### config.mk
export PLATFORM = sky130hd
export DESIGN_NAME = mcr_top
export DESIGN_NICKNAME = d
export VERILOG_FILES = /design/src/rtl/mcr_pkg.sv /design/src/rtl/mcr_sense.sv /design/src/rtl/mcr_top.sv
export SDC_FILE = /design/constraint.sdc
export NUM_CORES = 1
export LEC_CHECK = 0
export CORE_ASPECT_RATIO = 2
export CORE_MARGIN = 5
export CORE_UTILIZATION = 55
export DETAILED_ROUTE_END_ITERATION = 8
export DONT_BUFFER_PORTS = 1
export PLACE_DENSITY = 0.7
export SLEW_MARGIN = 20
export SYNTH_ARGS = -nofsm -noshare
export SYNTH_HDL_FRONTEND = slang
export SYNTH_HIERARCHICAL = 1
export SYNTH_SLANG_ARGS = --single-unit
### constraint.sdc
create_clock -name clk -period 2.6 [get_ports clk]
set_input_delay 0.26 -clock clk [delete_from_list [all_inputs] [get_ports clk]]
set_output_delay 0.26 -clock clk [all_outputs]
set_load 0.02 [all_outputs]
### src/rtl/mcr_pkg.sv
// Constants for the miscellaneous control register block
package mcr_pkg;
    localparam int ADDR_W = 8;
    localparam int DATA_W = 8;
    // Register offsets
    localparam logic [7:0] MISC_ONE_ADDR = 8'h20;
    localparam logic [7:0] MISC_TWO_ADDR = 8'h40;
    localparam logic [7:0] IRQ_STAT_ADDR = 8'h44;
    localparam logic [7:0] IRQ_MASK_ADDR = 8'h48;
    localparam logic [7:0] MISC_RESET = 8'h00;
    // Register one fields
    localparam int PB_SENSE_LSB = 6;
    localparam int CLKOUT_BIT = 5;
    localparam int PAF_SENSE_LSB = 3;
    localparam int SLOW_DIV_LSB = 1;
    localparam int SLOW_MODE_BIT = 0;
    // Register two fields
    localparam int PA_INV_BIT = 7;
    localparam int PB_INV_BIT = 6;
    localparam int TONE_LSB = 4;
    localparam int TOP_EDGE_BIT = 3;
    localparam int TOP_EN_BIT = 2;
    localparam int SS_SRC_BIT = 1;
    localparam int SS_LVL_BIT = 0;
    // Sensitivity codes
    localparam logic [1:0] SENSE_FALL_LOW = 2'h0;
    localparam logic [1:0] SENSE_RISE = 2'h1;
    localparam logic [1:0] SENSE_FALL = 2'h2;
    localparam logic [1:0] SENSE_BOTH = 2'h3;
    // Slow divider codes
    localparam logic [1:0] SLOW_DIV4 = 2'h0;
    localparam logic [1:0] SLOW_DIV8 = 2'h2;
    localparam logic [1:0] SLOW_DIV16 = 2'h1;
    localparam logic [1:0] SLOW_DIV32 = 2'h3;
    localparam logic [5:0] NORMAL_RATIO = 6'h02;
    localparam logic [5:0] RATIO_DIV4 = 6'h04;
    localparam logic [5:0] RATIO_DIV8 = 6'h08;
    localparam logic [5:0] RATIO_DIV16 = 6'h10;
    localparam logic [5:0] RATIO_DIV32 = 6'h20;
    // Tone codes and timing, as a ratio of the oscillator
    localparam logic [1:0] TONE_OFF = 2'h0;
    localparam logic [1:0] TONE_HIGH = 2'h1;
    localparam logic [1:0] TONE_MID = 2'h2;
    localparam logic [1:0] TONE_LOW = 2'h3;
    localparam int REF_OSC_HZ = 16_000_000;
    localparam int TONE_HIGH_HZ = 2_000;
    localparam int TONE_HALF_HIGH = REF_OSC_HZ / (2 * TONE_HIGH_HZ);
    // Interrupt status bit positions
    localparam int ST_PA = 0;
    localparam int ST_PF = 1;
    localparam int ST_PB_LOW = 2;
    localparam int ST_PB_HIGH = 3;
    localparam int ST_TOP = 4;
    localparam int IRQ_W = 5;
endpackage

### src/rtl/mcr_sense.sv
// One external interrupt group: synchroniser and sensitivity decoder
`timescale 1ns/1ps
module mcr_sense
    import mcr_pkg::*;
#(
    parameter int W = 4
)
(
    // Clock and reset
    input wire logic clk,
    input wire logic rst,
    // Pins and settings
    input wire logic [W-1:0] pins,
    input wire logic [1:0] sense_sel,
    input wire logic invert,
    // Request
    output logic req
);
    logic [W-1:0] meta_q, sync_q, prev_q;
    logic [W-1:0] cur, old, hit;

    always_ff @(posedge clk or posedge rst)
    begin
        if (rst)
        begin
            meta_q <= '1;
            sync_q <= '1;
            prev_q <= '1;
        end
        else
        begin
            meta_q <= pins;
            sync_q <= meta_q;
            prev_q <= sync_q;
        end
    end

    // Inversion turns falling into rising and low into high
    assign cur = invert ? ~sync_q : sync_q;
    assign old = invert ? ~prev_q : prev_q;

    genvar i;
    generate
        for (i = 0; i < W; i++)
        begin : g_pin
            always_comb
            begin
                case (sense_sel)
                    SENSE_FALL_LOW: hit[i] = ~cur[i];
                    SENSE_RISE: hit[i] = ~old[i] & cur[i];
                    SENSE_FALL: hit[i] = old[i] & ~cur[i];
                    SENSE_BOTH: hit[i] = old[i] ^ cur[i];
                    default: hit[i] = 1'b0;
                endcase
            end
        end
    endgenerate

    assign req = |hit;
endmodule

### src/rtl/mcr_top.sv
// Miscellaneous control registers with pin and clock functions
//
// Contract
// - Port B field selects four sensitivity codes
// - Port A/F field uses same coding
// - Sensitivity fields writable only at level three
// - Clock-out bit puts oscillator/2 on pin
// - Clock-out stops during active halt
// - Slow prescaler divides by 4,8,16,32
// - Normal mode divides oscillator by two
// - Port A polarity bit inverts sensitivity
// - Port B polarity bit inverts sensitivity; code inverts pins 3:0 only
// - Tone field selects off or three tones
// - Tone keeps running in active halt
// - Top edge bit changes only while disabled
// - Top enable turns pin detection on
// - Clearing top enable may cause spurious interrupt
// - Slave-select from pin or internal bit
// - Both control registers reset to zero
`timescale 1ns/1ps
module mcr_top
    import mcr_pkg::*;
#(
    parameter int TONE_HALF = TONE_HALF_HIGH
)
(
    // Clock and reset
    input wire logic clk,
    input wire logic rst,
    // Register port
    input wire logic [ADDR_W-1:0] addr,
    input wire logic [DATA_W-1:0] wdata,
    input wire logic wr,
    input wire logic rd,
    output logic [DATA_W-1:0] rdata,
    // CPU state
    input wire logic cpu_irq_level_high_bit,
    input wire logic cpu_irq_level_low_bit,
    input wire logic active_halt,
    // Interrupt pins
    input wire logic [3:0] porta_irq_pins,
    input wire logic [7:0] portb_irq_pins,
    input wire logic [2:0] portf_irq_pins,
    input wire logic top_irq_pin,
    // Group requests and summary interrupt
    output logic [3:0] ext_irq_req,
    output logic top_level_interrupt,
    output logic irq,
    // Clock functions
    output logic cpu_clk_en,
    output logic clock_out_pin,
    output logic clock_out_sel,
    output logic tone_pin,
    output logic tone_sel,
    // Slave select
    input wire logic slave_select_pin_n,
    output logic spi_ss_level_n,
    output logic slave_select_pin_free
);
    logic [7:0] misc_control_one_q, misc_control_two_q;
    logic [IRQ_W-1:0] irq_stat_q, irq_mask_q, irq_events;
    logic [DATA_W-1:0] rdata_q;
    logic [3:0] ext_irq_req_q, grp_req;
    logic [5:0] div_cnt_q, div_ratio;
    logic [15:0] tone_cnt_q, tone_half;
    logic top_level_interrupt_q, irq_q, cpu_clk_en_q, tone_pin_q, tone_sel_q;
    logic clock_out_pin_q, clock_out_sel_q, spi_ss_level_n_q;
    logic top_meta_q, top_sync_q, top_prev_q, ss_meta_q, ss_sync_q;
    logic slave_select_pin_free_q, top_edge, level_three, wr_one, wr_two;

    // Field views
    logic [1:0] portb_irq_sense_sel, porta_portf_irq_sense_sel;
    logic [1:0] slow_clock_divider_sel, tone_select;
    logic clock_out_enable, slow_mode_select, top_irq_enable;
    logic porta_irq_polarity_invert, portb_irq_polarity_invert;
    logic top_irq_edge_select, slave_select_source;
    logic slave_select_internal_level;

    assign portb_irq_sense_sel = misc_control_one_q[PB_SENSE_LSB +: 2];
    assign porta_portf_irq_sense_sel = misc_control_one_q[PAF_SENSE_LSB +: 2];
    assign clock_out_enable = misc_control_one_q[CLKOUT_BIT];
    assign slow_clock_divider_sel = misc_control_one_q[SLOW_DIV_LSB +: 2];
    assign slow_mode_select = misc_control_one_q[SLOW_MODE_BIT];
    assign porta_irq_polarity_invert = misc_control_two_q[PA_INV_BIT];
    assign portb_irq_polarity_invert = misc_control_two_q[PB_INV_BIT];
    assign tone_select = misc_control_two_q[TONE_LSB +: 2];
    assign top_irq_edge_select = misc_control_two_q[TOP_EDGE_BIT];
    assign top_irq_enable = misc_control_two_q[TOP_EN_BIT];
    assign slave_select_source = misc_control_two_q[SS_SRC_BIT];
    assign slave_select_internal_level = misc_control_two_q[SS_LVL_BIT];

    assign level_three = cpu_irq_level_high_bit & cpu_irq_level_low_bit;
    assign wr_one = wr && (addr == MISC_ONE_ADDR);
    assign wr_two = wr && (addr == MISC_TWO_ADDR);

    // Control register one
    always_ff @(posedge clk or posedge rst)
    begin
        if (rst)
        begin
            misc_control_one_q <= MISC_RESET;
        end
        else if (wr_one)
        begin
            misc_control_one_q[CLKOUT_BIT] <= wdata[CLKOUT_BIT];
            misc_control_one_q[SLOW_DIV_LSB +: 2] <= wdata[SLOW_DIV_LSB +: 2];
            misc_control_one_q[SLOW_MODE_BIT] <= wdata[SLOW_MODE_BIT];
            if (level_three)
            begin
                // Sensitivity fields locked below level three
                misc_control_one_q[PB_SENSE_LSB +: 2] <=
                    wdata[PB_SENSE_LSB +: 2];
                misc_control_one_q[PAF_SENSE_LSB +: 2] <=
                    wdata[PAF_SENSE_LSB +: 2];
            end
        end
    end

    // Control register two
    always_ff @(posedge clk or posedge rst)
    begin
        if (rst)
        begin
            misc_control_two_q <= MISC_RESET;
        end
        else if (wr_two)
        begin
            misc_control_two_q[PA_INV_BIT] <= wdata[PA_INV_BIT];
            misc_control_two_q[PB_INV_BIT] <= wdata[PB_INV_BIT];
            misc_control_two_q[TONE_LSB +: 2] <= wdata[TONE_LSB +: 2];
            misc_control_two_q[TOP_EN_BIT] <= wdata[TOP_EN_BIT];
            misc_control_two_q[SS_SRC_BIT] <= wdata[SS_SRC_BIT];
            misc_control_two_q[SS_LVL_BIT] <= wdata[SS_LVL_BIT];
            if (!top_irq_enable)
            begin
                // Edge select frozen while detection is on
                misc_control_two_q[TOP_EDGE_BIT] <=
                    wdata[TOP_EDGE_BIT];
            end
        end
    end

    // Interrupt groups: port A, port F, port B low, port B high
    mcr_sense #(.W(4)) u_porta
    (
        .clk(clk),
        .rst(rst),
        .pins(porta_irq_pins),
        .sense_sel(porta_portf_irq_sense_sel),
        .invert(porta_irq_polarity_invert),
        .req(grp_req[ST_PA])
    );

    mcr_sense #(.W(3)) u_portf
    (
        .clk(clk),
        .rst(rst),
        .pins(portf_irq_pins),
        .sense_sel(porta_portf_irq_sense_sel),
        .invert(1'b0),
        .req(grp_req[ST_PF])
    );

    mcr_sense #(.W(4)) u_portb_low
    (
        .clk(clk),
        .rst(rst),
        .pins(portb_irq_pins[3:0]),
        .sense_sel(portb_irq_sense_sel),
        .invert(portb_irq_polarity_invert),
        .req(grp_req[ST_PB_LOW])
    );

    mcr_sense #(.W(4)) u_portb_high
    (
        .clk(clk),
        .rst(rst),
        .pins(portb_irq_pins[7:4]),
        .sense_sel(portb_irq_sense_sel),
        .invert(1'b0),
        .req(grp_req[ST_PB_HIGH])
    );

    // Top-level pin synchroniser and edge history
    always_ff @(posedge clk or posedge rst)
    begin
        if (rst)
        begin
            top_meta_q <= 1'b1;
            top_sync_q <= 1'b1;
            top_prev_q <= 1'b1;
        end
        else
        begin
            top_meta_q <= top_irq_pin;
            top_sync_q <= top_meta_q;
            top_prev_q <= top_sync_q;
        end
    end

    // Enable is not qualified by pin state, so a clear may slip one edge
    assign top_edge = top_irq_enable &&
        (top_irq_edge_select ? (~top_prev_q & top_sync_q)
                             : (top_prev_q & ~top_sync_q));

    always_ff @(posedge clk or posedge rst)
    begin
        if (rst)
        begin
            ext_irq_req_q <= 4'h0;
            top_level_interrupt_q <= 1'b0;
        end
        else
        begin
            ext_irq_req_q <= grp_req;
            top_level_interrupt_q <= top_edge;
        end
    end

    // Sticky status, write one to clear; a new event wins
    assign irq_events = {top_edge, grp_req};

    always_ff @(posedge clk or posedge rst)
    begin
        if (rst)
        begin
            irq_stat_q <= '0;
        end
        else if (wr && (addr == IRQ_STAT_ADDR))
        begin
            irq_stat_q <= (irq_stat_q & ~wdata[IRQ_W-1:0]) | irq_events;
        end
        else
        begin
            irq_stat_q <= irq_stat_q | irq_events;
        end
    end

    always_ff @(posedge clk or posedge rst)
    begin
        if (rst)
        begin
            irq_mask_q <= '0;
        end
        else if (wr && (addr == IRQ_MASK_ADDR))
        begin
            irq_mask_q <= wdata[IRQ_W-1:0];
        end
    end

    always_ff @(posedge clk or posedge rst)
    begin
        if (rst)
        begin
            irq_q <= 1'b0;
        end
        else
        begin
            irq_q <= |(irq_stat_q & irq_mask_q);
        end
    end

    // Read data, one cycle after the strobe only
    always_ff @(posedge clk or posedge rst)
    begin
        if (rst)
        begin
            rdata_q <= 8'h00;
        end
        else if (rd)
        begin
            case (addr)
                MISC_ONE_ADDR: rdata_q <= misc_control_one_q;
                MISC_TWO_ADDR: rdata_q <= misc_control_two_q;
                IRQ_STAT_ADDR: rdata_q <= {3'h0, irq_stat_q};
                IRQ_MASK_ADDR: rdata_q <= {3'h0, irq_mask_q};
                default: rdata_q <= 8'h00;
            endcase
        end
        else
        begin
            rdata_q <= 8'h00;
        end
    end

    // CPU clock ratio
    always_comb
    begin
        if (!slow_mode_select)
        begin
            div_ratio = NORMAL_RATIO;
        end
        else
        begin
            case (slow_clock_divider_sel)
                SLOW_DIV4: div_ratio = RATIO_DIV4;
                SLOW_DIV8: div_ratio = RATIO_DIV8;
                SLOW_DIV16: div_ratio = RATIO_DIV16;
                SLOW_DIV32: div_ratio = RATIO_DIV32;
                default: div_ratio = RATIO_DIV4;
            endcase
        end
    end

    // One enable pulse per ratio oscillator cycles
    always_ff @(posedge clk or posedge rst)
    begin
        if (rst)
        begin
            div_cnt_q <= 6'h00;
            cpu_clk_en_q <= 1'b0;
        end
        else if (div_cnt_q >= div_ratio - 6'h01)
        begin
            div_cnt_q <= 6'h00;
            cpu_clk_en_q <= 1'b1;
        end
        else
        begin
            div_cnt_q <= div_cnt_q + 6'h01;
            cpu_clk_en_q <= 1'b0;
        end
    end

    // Clock-out: toggles each cycle, parked low in active halt
    always_ff @(posedge clk or posedge rst)
    begin
        if (rst)
        begin
            clock_out_pin_q <= 1'b0;
            clock_out_sel_q <= 1'b0;
        end
        else
        begin
            clock_out_sel_q <= clock_out_enable;
            if (clock_out_enable && !active_halt)
            begin
                clock_out_pin_q <= ~clock_out_pin_q;
            end
            else
            begin
                clock_out_pin_q <= 1'b0;
            end
        end
    end

    // Tone half period in oscillator cycles
    always_comb
    begin
        case (tone_select)
            TONE_HIGH: tone_half = 16'(TONE_HALF);
            TONE_MID: tone_half = 16'(TONE_HALF * 2);
            TONE_LOW: tone_half = 16'(TONE_HALF * 4);
            default: tone_half = 16'h0001;
        endcase
    end

    // Square tone, unaffected by active halt
    always_ff @(posedge clk or posedge rst)
    begin
        if (rst)
        begin
            tone_cnt_q <= 16'h0000;
            tone_pin_q <= 1'b0;
            tone_sel_q <= 1'b0;
        end
        else
        begin
            tone_sel_q <= (tone_select != TONE_OFF);
            if (tone_select == TONE_OFF)
            begin
                tone_cnt_q <= 16'h0000;
                tone_pin_q <= 1'b0;
            end
            else if (tone_cnt_q >= tone_half - 16'h0001)
            begin
                tone_cnt_q <= 16'h0000;
                tone_pin_q <= ~tone_pin_q;
            end
            else
            begin
                tone_cnt_q <= tone_cnt_q + 16'h0001;
            end
        end
    end

    // Slave-select pin synchroniser and source mux
    always_ff @(posedge clk or posedge rst)
    begin
        if (rst)
        begin
            ss_meta_q <= 1'b1;
            ss_sync_q <= 1'b1;
            spi_ss_level_n_q <= 1'b1;
            slave_select_pin_free_q <= 1'b0;
        end
        else
        begin
            ss_meta_q <= slave_select_pin_n;
            ss_sync_q <= ss_meta_q;
            slave_select_pin_free_q <= slave_select_source;
            spi_ss_level_n_q <= slave_select_source
                ? slave_select_internal_level : ss_sync_q;
        end
    end

    assign rdata = rdata_q;
    assign ext_irq_req = ext_irq_req_q;
    assign top_level_interrupt = top_level_interrupt_q;
    assign irq = irq_q;
    assign cpu_clk_en = cpu_clk_en_q;
    assign clock_out_pin = clock_out_pin_q;
    assign clock_out_sel = clock_out_sel_q;
    assign tone_pin = tone_pin_q;
    assign tone_sel = tone_sel_q;
    assign spi_ss_level_n = spi_ss_level_n_q;
    assign slave_select_pin_free = slave_select_pin_free_q;
endmodule

==> flow_metrics.py <==
metrics = {
    "run_status": {
        "status": "complete, no violations",
    },
    "global_routing": {
        "grt_pass1_wl_mm": 19.3,
        "antenna_found_initial": 0,
        "grt_overflow_total": 0,
        "grt_max_degree": 35,
        "grt_pass1_vias": 4116,
        "grtUsageTotal": 0.202,
    },
    "route": {
        "postRouteWirelength_mm": 11.7,
        "top_layer": "met4",
        "dr_wl_met3_um": 496,
        "drtIter0Drc": 174,
        "dr.pass1.iters": 4,
        "wl_per_cell_um": 17.1,
        "vias": 3771,
        "wl_met2_mm": 6.63,
        "viasPerCell": 5.51,
        "wl_met1_mm": 4.08,
        "ant_nets": 0,
        "drc_errors": 0,
    },
    "die": {
        "die_w_um": 82.5,
        "die_area_mm2": 0.0128,
        "placementRows": 53,
        "io_pins": 61,
        "start_util": 0.555,
        "dieHeight_um": 155,
        "core_mm2": 0.0104,
    },
    "clock_tree": {
        "cts_tree": "yes",
        "cts.clk_slew.worst_paths_ps": 50,
        "clk_path_buf_depth": 2,
        "cts_root_buf": "clkbuf_16",
        "cts_sinks": 119,
        "post-cts-setup-buffers": 0,
        "clock_latency_ps": 410,
        "htree_num_levels": 4,
        "cts-buffers-inserted": 17,
    },
    "critical_path": {
        "crit_family": "simple AND/OR/NAND/NOR gates",
        "cp.arrival_ps": 2660,
        "cp_max_fo": 12,
        "r2r-start": "misc_control_two_q[6]",
        "crit_path_max_incr_delay_ps": 620,
        "start_kind": "register",
        "worst_ep_required_time_ps": 2900,
        "setup.worst_path.start": "misc_control_two_q[6]",
        "crit_buf_inv": 1,
        "slowest_stage": "or4b_2",
        "worst_setup_path_end_kind": "register",
        "crit_type": "register to register",
        "worstPathCellList": "xnor2_1 -> inv_1 -> ha_1 -> or4b_2 -> nor3_1 -> nor4_1 -> a21o_1",
    },
    "synthesis": {
        "synth_seq_cells": 119,
        "synthTopCellsByArea": "dfrtp_1 (29%), dfstp_2 (23%), ha_1 (12%)",
        "ys_types": 47,
        "syn_area_per_cell_um2": 11.9,
        "yosys_warnings": 6,
        "synth_top_area_cell": "dfrtp_1",
        "synth.cell_area_mm2": 0.00578,
        "synthCells": 484,
        "yosys.area.top_type_share": 0.294,
        "yosysSeqAreaShare": 0.526,
    },
    "cells_and_area": {
        "layout.nets": 628,
        "stdcell_count": 684,
        "area_growth_pct": 19.1,
        "n_antenna_cell": 0,
        "layout-drive-gt1-share": 0.234,
    },
    "min_path": {
        "hold_class": "input port to asynchronous set/reset pin",
    },
    "power": {
        "power.density_mw_per_mm2": 735,
        "p_int_mw": 3.92,
        "p_sw_mw": 1.14,
        "combinationalPowerShare": 0.090,
        "p_clk_frac": 0.494,
        "p_sw_frac": 0.226,
        "p_leak_nw": 3.13,
        "vdd_drop_max_v": 0.000621,
        "p_seq_frac": 0.416,
    },
    "sta": {
        "max_freq_mhz": 423,
        "period_needed_ps": 2360,
        "skew_ps": 6.30,
        "setup_viol_count_final": 0,
        "hold_viol": 0,
        "tightest_slew_ps": 780,
        "rsz0062_at_grt": "false",
        "post-route-period-util": 0.909,
        "finalSetupTns_ps": 0,
        "slew_violations": 0,
        "slew_headroom": 0.479,
    },
    "job": {
        "drv_cap": 0,
    },
    "placed_design": {
        "gp_congestion": 0.841,
        "placement.io_buffers": 0,
        "dpl.hpwl_mm": 8.60,
        "place_inst": 624,
    },
}
[logic make-up (layout without fill, tap and decap cells)]
family,after synthesis,count (layout),synth area share
AND/OR/NAND/NOR,137,137,0.134
flip-flops,119,119,0.526
buffers and inverters,56,117,0.0426
adder cells (fa/ha/maj),54,54,0.117
XOR/XNOR,48,48,0.0727
AO/OA/AOI/OAI,45,45,0.0615
multiplexers,23,23,0.0448
other,2,4,0.00130
[Yosys cell counts, drive strengths merged]
master   count
or4          1
and4         1
and2         2
nand4       10
conb         2
nand4b       4
xor2        27
or4b        10
a21oi        8
dfstp       51
nor4b        3
a2111oi      3
nor4         6
inv         48
nand3       11
nand2       27
a211oi       2
a311oi       1
a21boi       1
a22o         4
buf          7
nor2        38
mux2        23
o2111ai      1
and3         7
a22oi        4
xnor2       21
o22ai        1
clkbuf       1
a21o         8
dfrtp       68
nor3b        1
o21ai        5
nand2b       2
and4bb       1
and3b        1
nor3        12
a211o        1
a222oi       6
ha          54
[cells in the final DEF (no fill, tap or decap), drive strengths merged, types with 12 or more instances in the layout]
master       count
dlygate4sd3     28
inv             48
dfstp           51
nor3            12
clkbuf          22
ha              54
xnor2           21
dfrtp           68
nor2            38
xor2            27
mux2            23
nand2           27
[registers in the layout, summed over array words and instances (netlist names), 3 cells and up]
name,count
tone_cnt_q,16
misc_control_one_q,8
misc_control_two_q,8
rdata,8
div_cnt_q,6
irq_mask_q,5
irq_stat_q,5
ext_irq_req,4
u_porta/meta_q,4
u_porta/prev_q,4
u_porta/sync_q,4
u_portb_high/meta_q,4
u_portb_high/prev_q,4
u_portb_high/sync_q,4
u_portb_low/meta_q,4
u_portb_low/prev_q,4
u_portb_low/sync_q,4
u_portf/meta_q,3
u_portf/prev_q,3
u_portf/sync_q,3
[layout make-up]
cell class	count	area [um2]
fillers	793	3530
flip-flops and latches	119	3040
multi-input cells	311	2500
clock buffers	22	454
repair buffers	37	360
inverters	48	180
clock inverters	10	175
well taps	137	171
[power groups by stage]
stage	Sequential, mW	Clock, mW	Combinational [mW]
4_1_cts	2.11	2.55	0.463
3_3_place_gp	2.13	0	0.395
2_1_floorplan	2.10	0	0.333
6_report	2.11	2.50	0.454
5_1_grt	2.12	2.64	0.532
3_5_place_dp	2.13	0	0.418
[worst reg2reg max path, delay by kind of cell (launching register included)]
| family | cells | cell delay, ps |
|---|---|---|
| XOR/XNOR | 1 | 390 |
| buffers and inverters | 1 | 90 |
| flip-flops | 1 | 540 |
| AND/OR/NAND/NOR | 3 | 890 |
| adder cells (fa/ha/maj) | 1 | 200 |
| AO/OA/AOI/OAI | 1 | 160 |
[worst paths after layout]
kind,end,slack [ps],cells after the start
max in group asynchronous,ss_meta_q,1400,3
min reg2reg,top_sync_q,350,0
min in group clk,irq_stat_q[0],20,2
max,irq_stat_q[2],240,7
max reg2reg,irq_stat_q[2],240,7
min,u_porta/meta_q[2],20,1
[routing by layer]
metal / GRT usage / vias to the layer above
li1: - / 1764
met1: 0.197 / 1879
met2: 0.364 / 97
met3: 0.0637 / 31
met4: 0.106 / 0
met5: 0 / -
[stage by stage]
step / hold slack [ps] / setup slack, ps / utilization / total power [mW] / instance area, um2
after floorplan: 264 / 260 / - / 2.44 / 5790
after global placement: 265 / 378 / 0.574 / 2.52 / 5970
after detailed placement: 265 / 228 / 0.574 / 2.55 / 5970
after CTS: 3.54 / 231 / 0.661 / 5.12 / 6880
after global routing: 6.76 / 93.6 / 0.661 / 5.30 / 6880
final: 15.3 / 236 / 0.661 / 5.06 / 6880
[repair_timing]
action                                  CTS  global route
resized for setup                         0             0
endpoints found under the hold margin    79             0
hold buffers                             28             0
endpoints found under the setup margin    0             0
(Power assumes the default switching activity.)
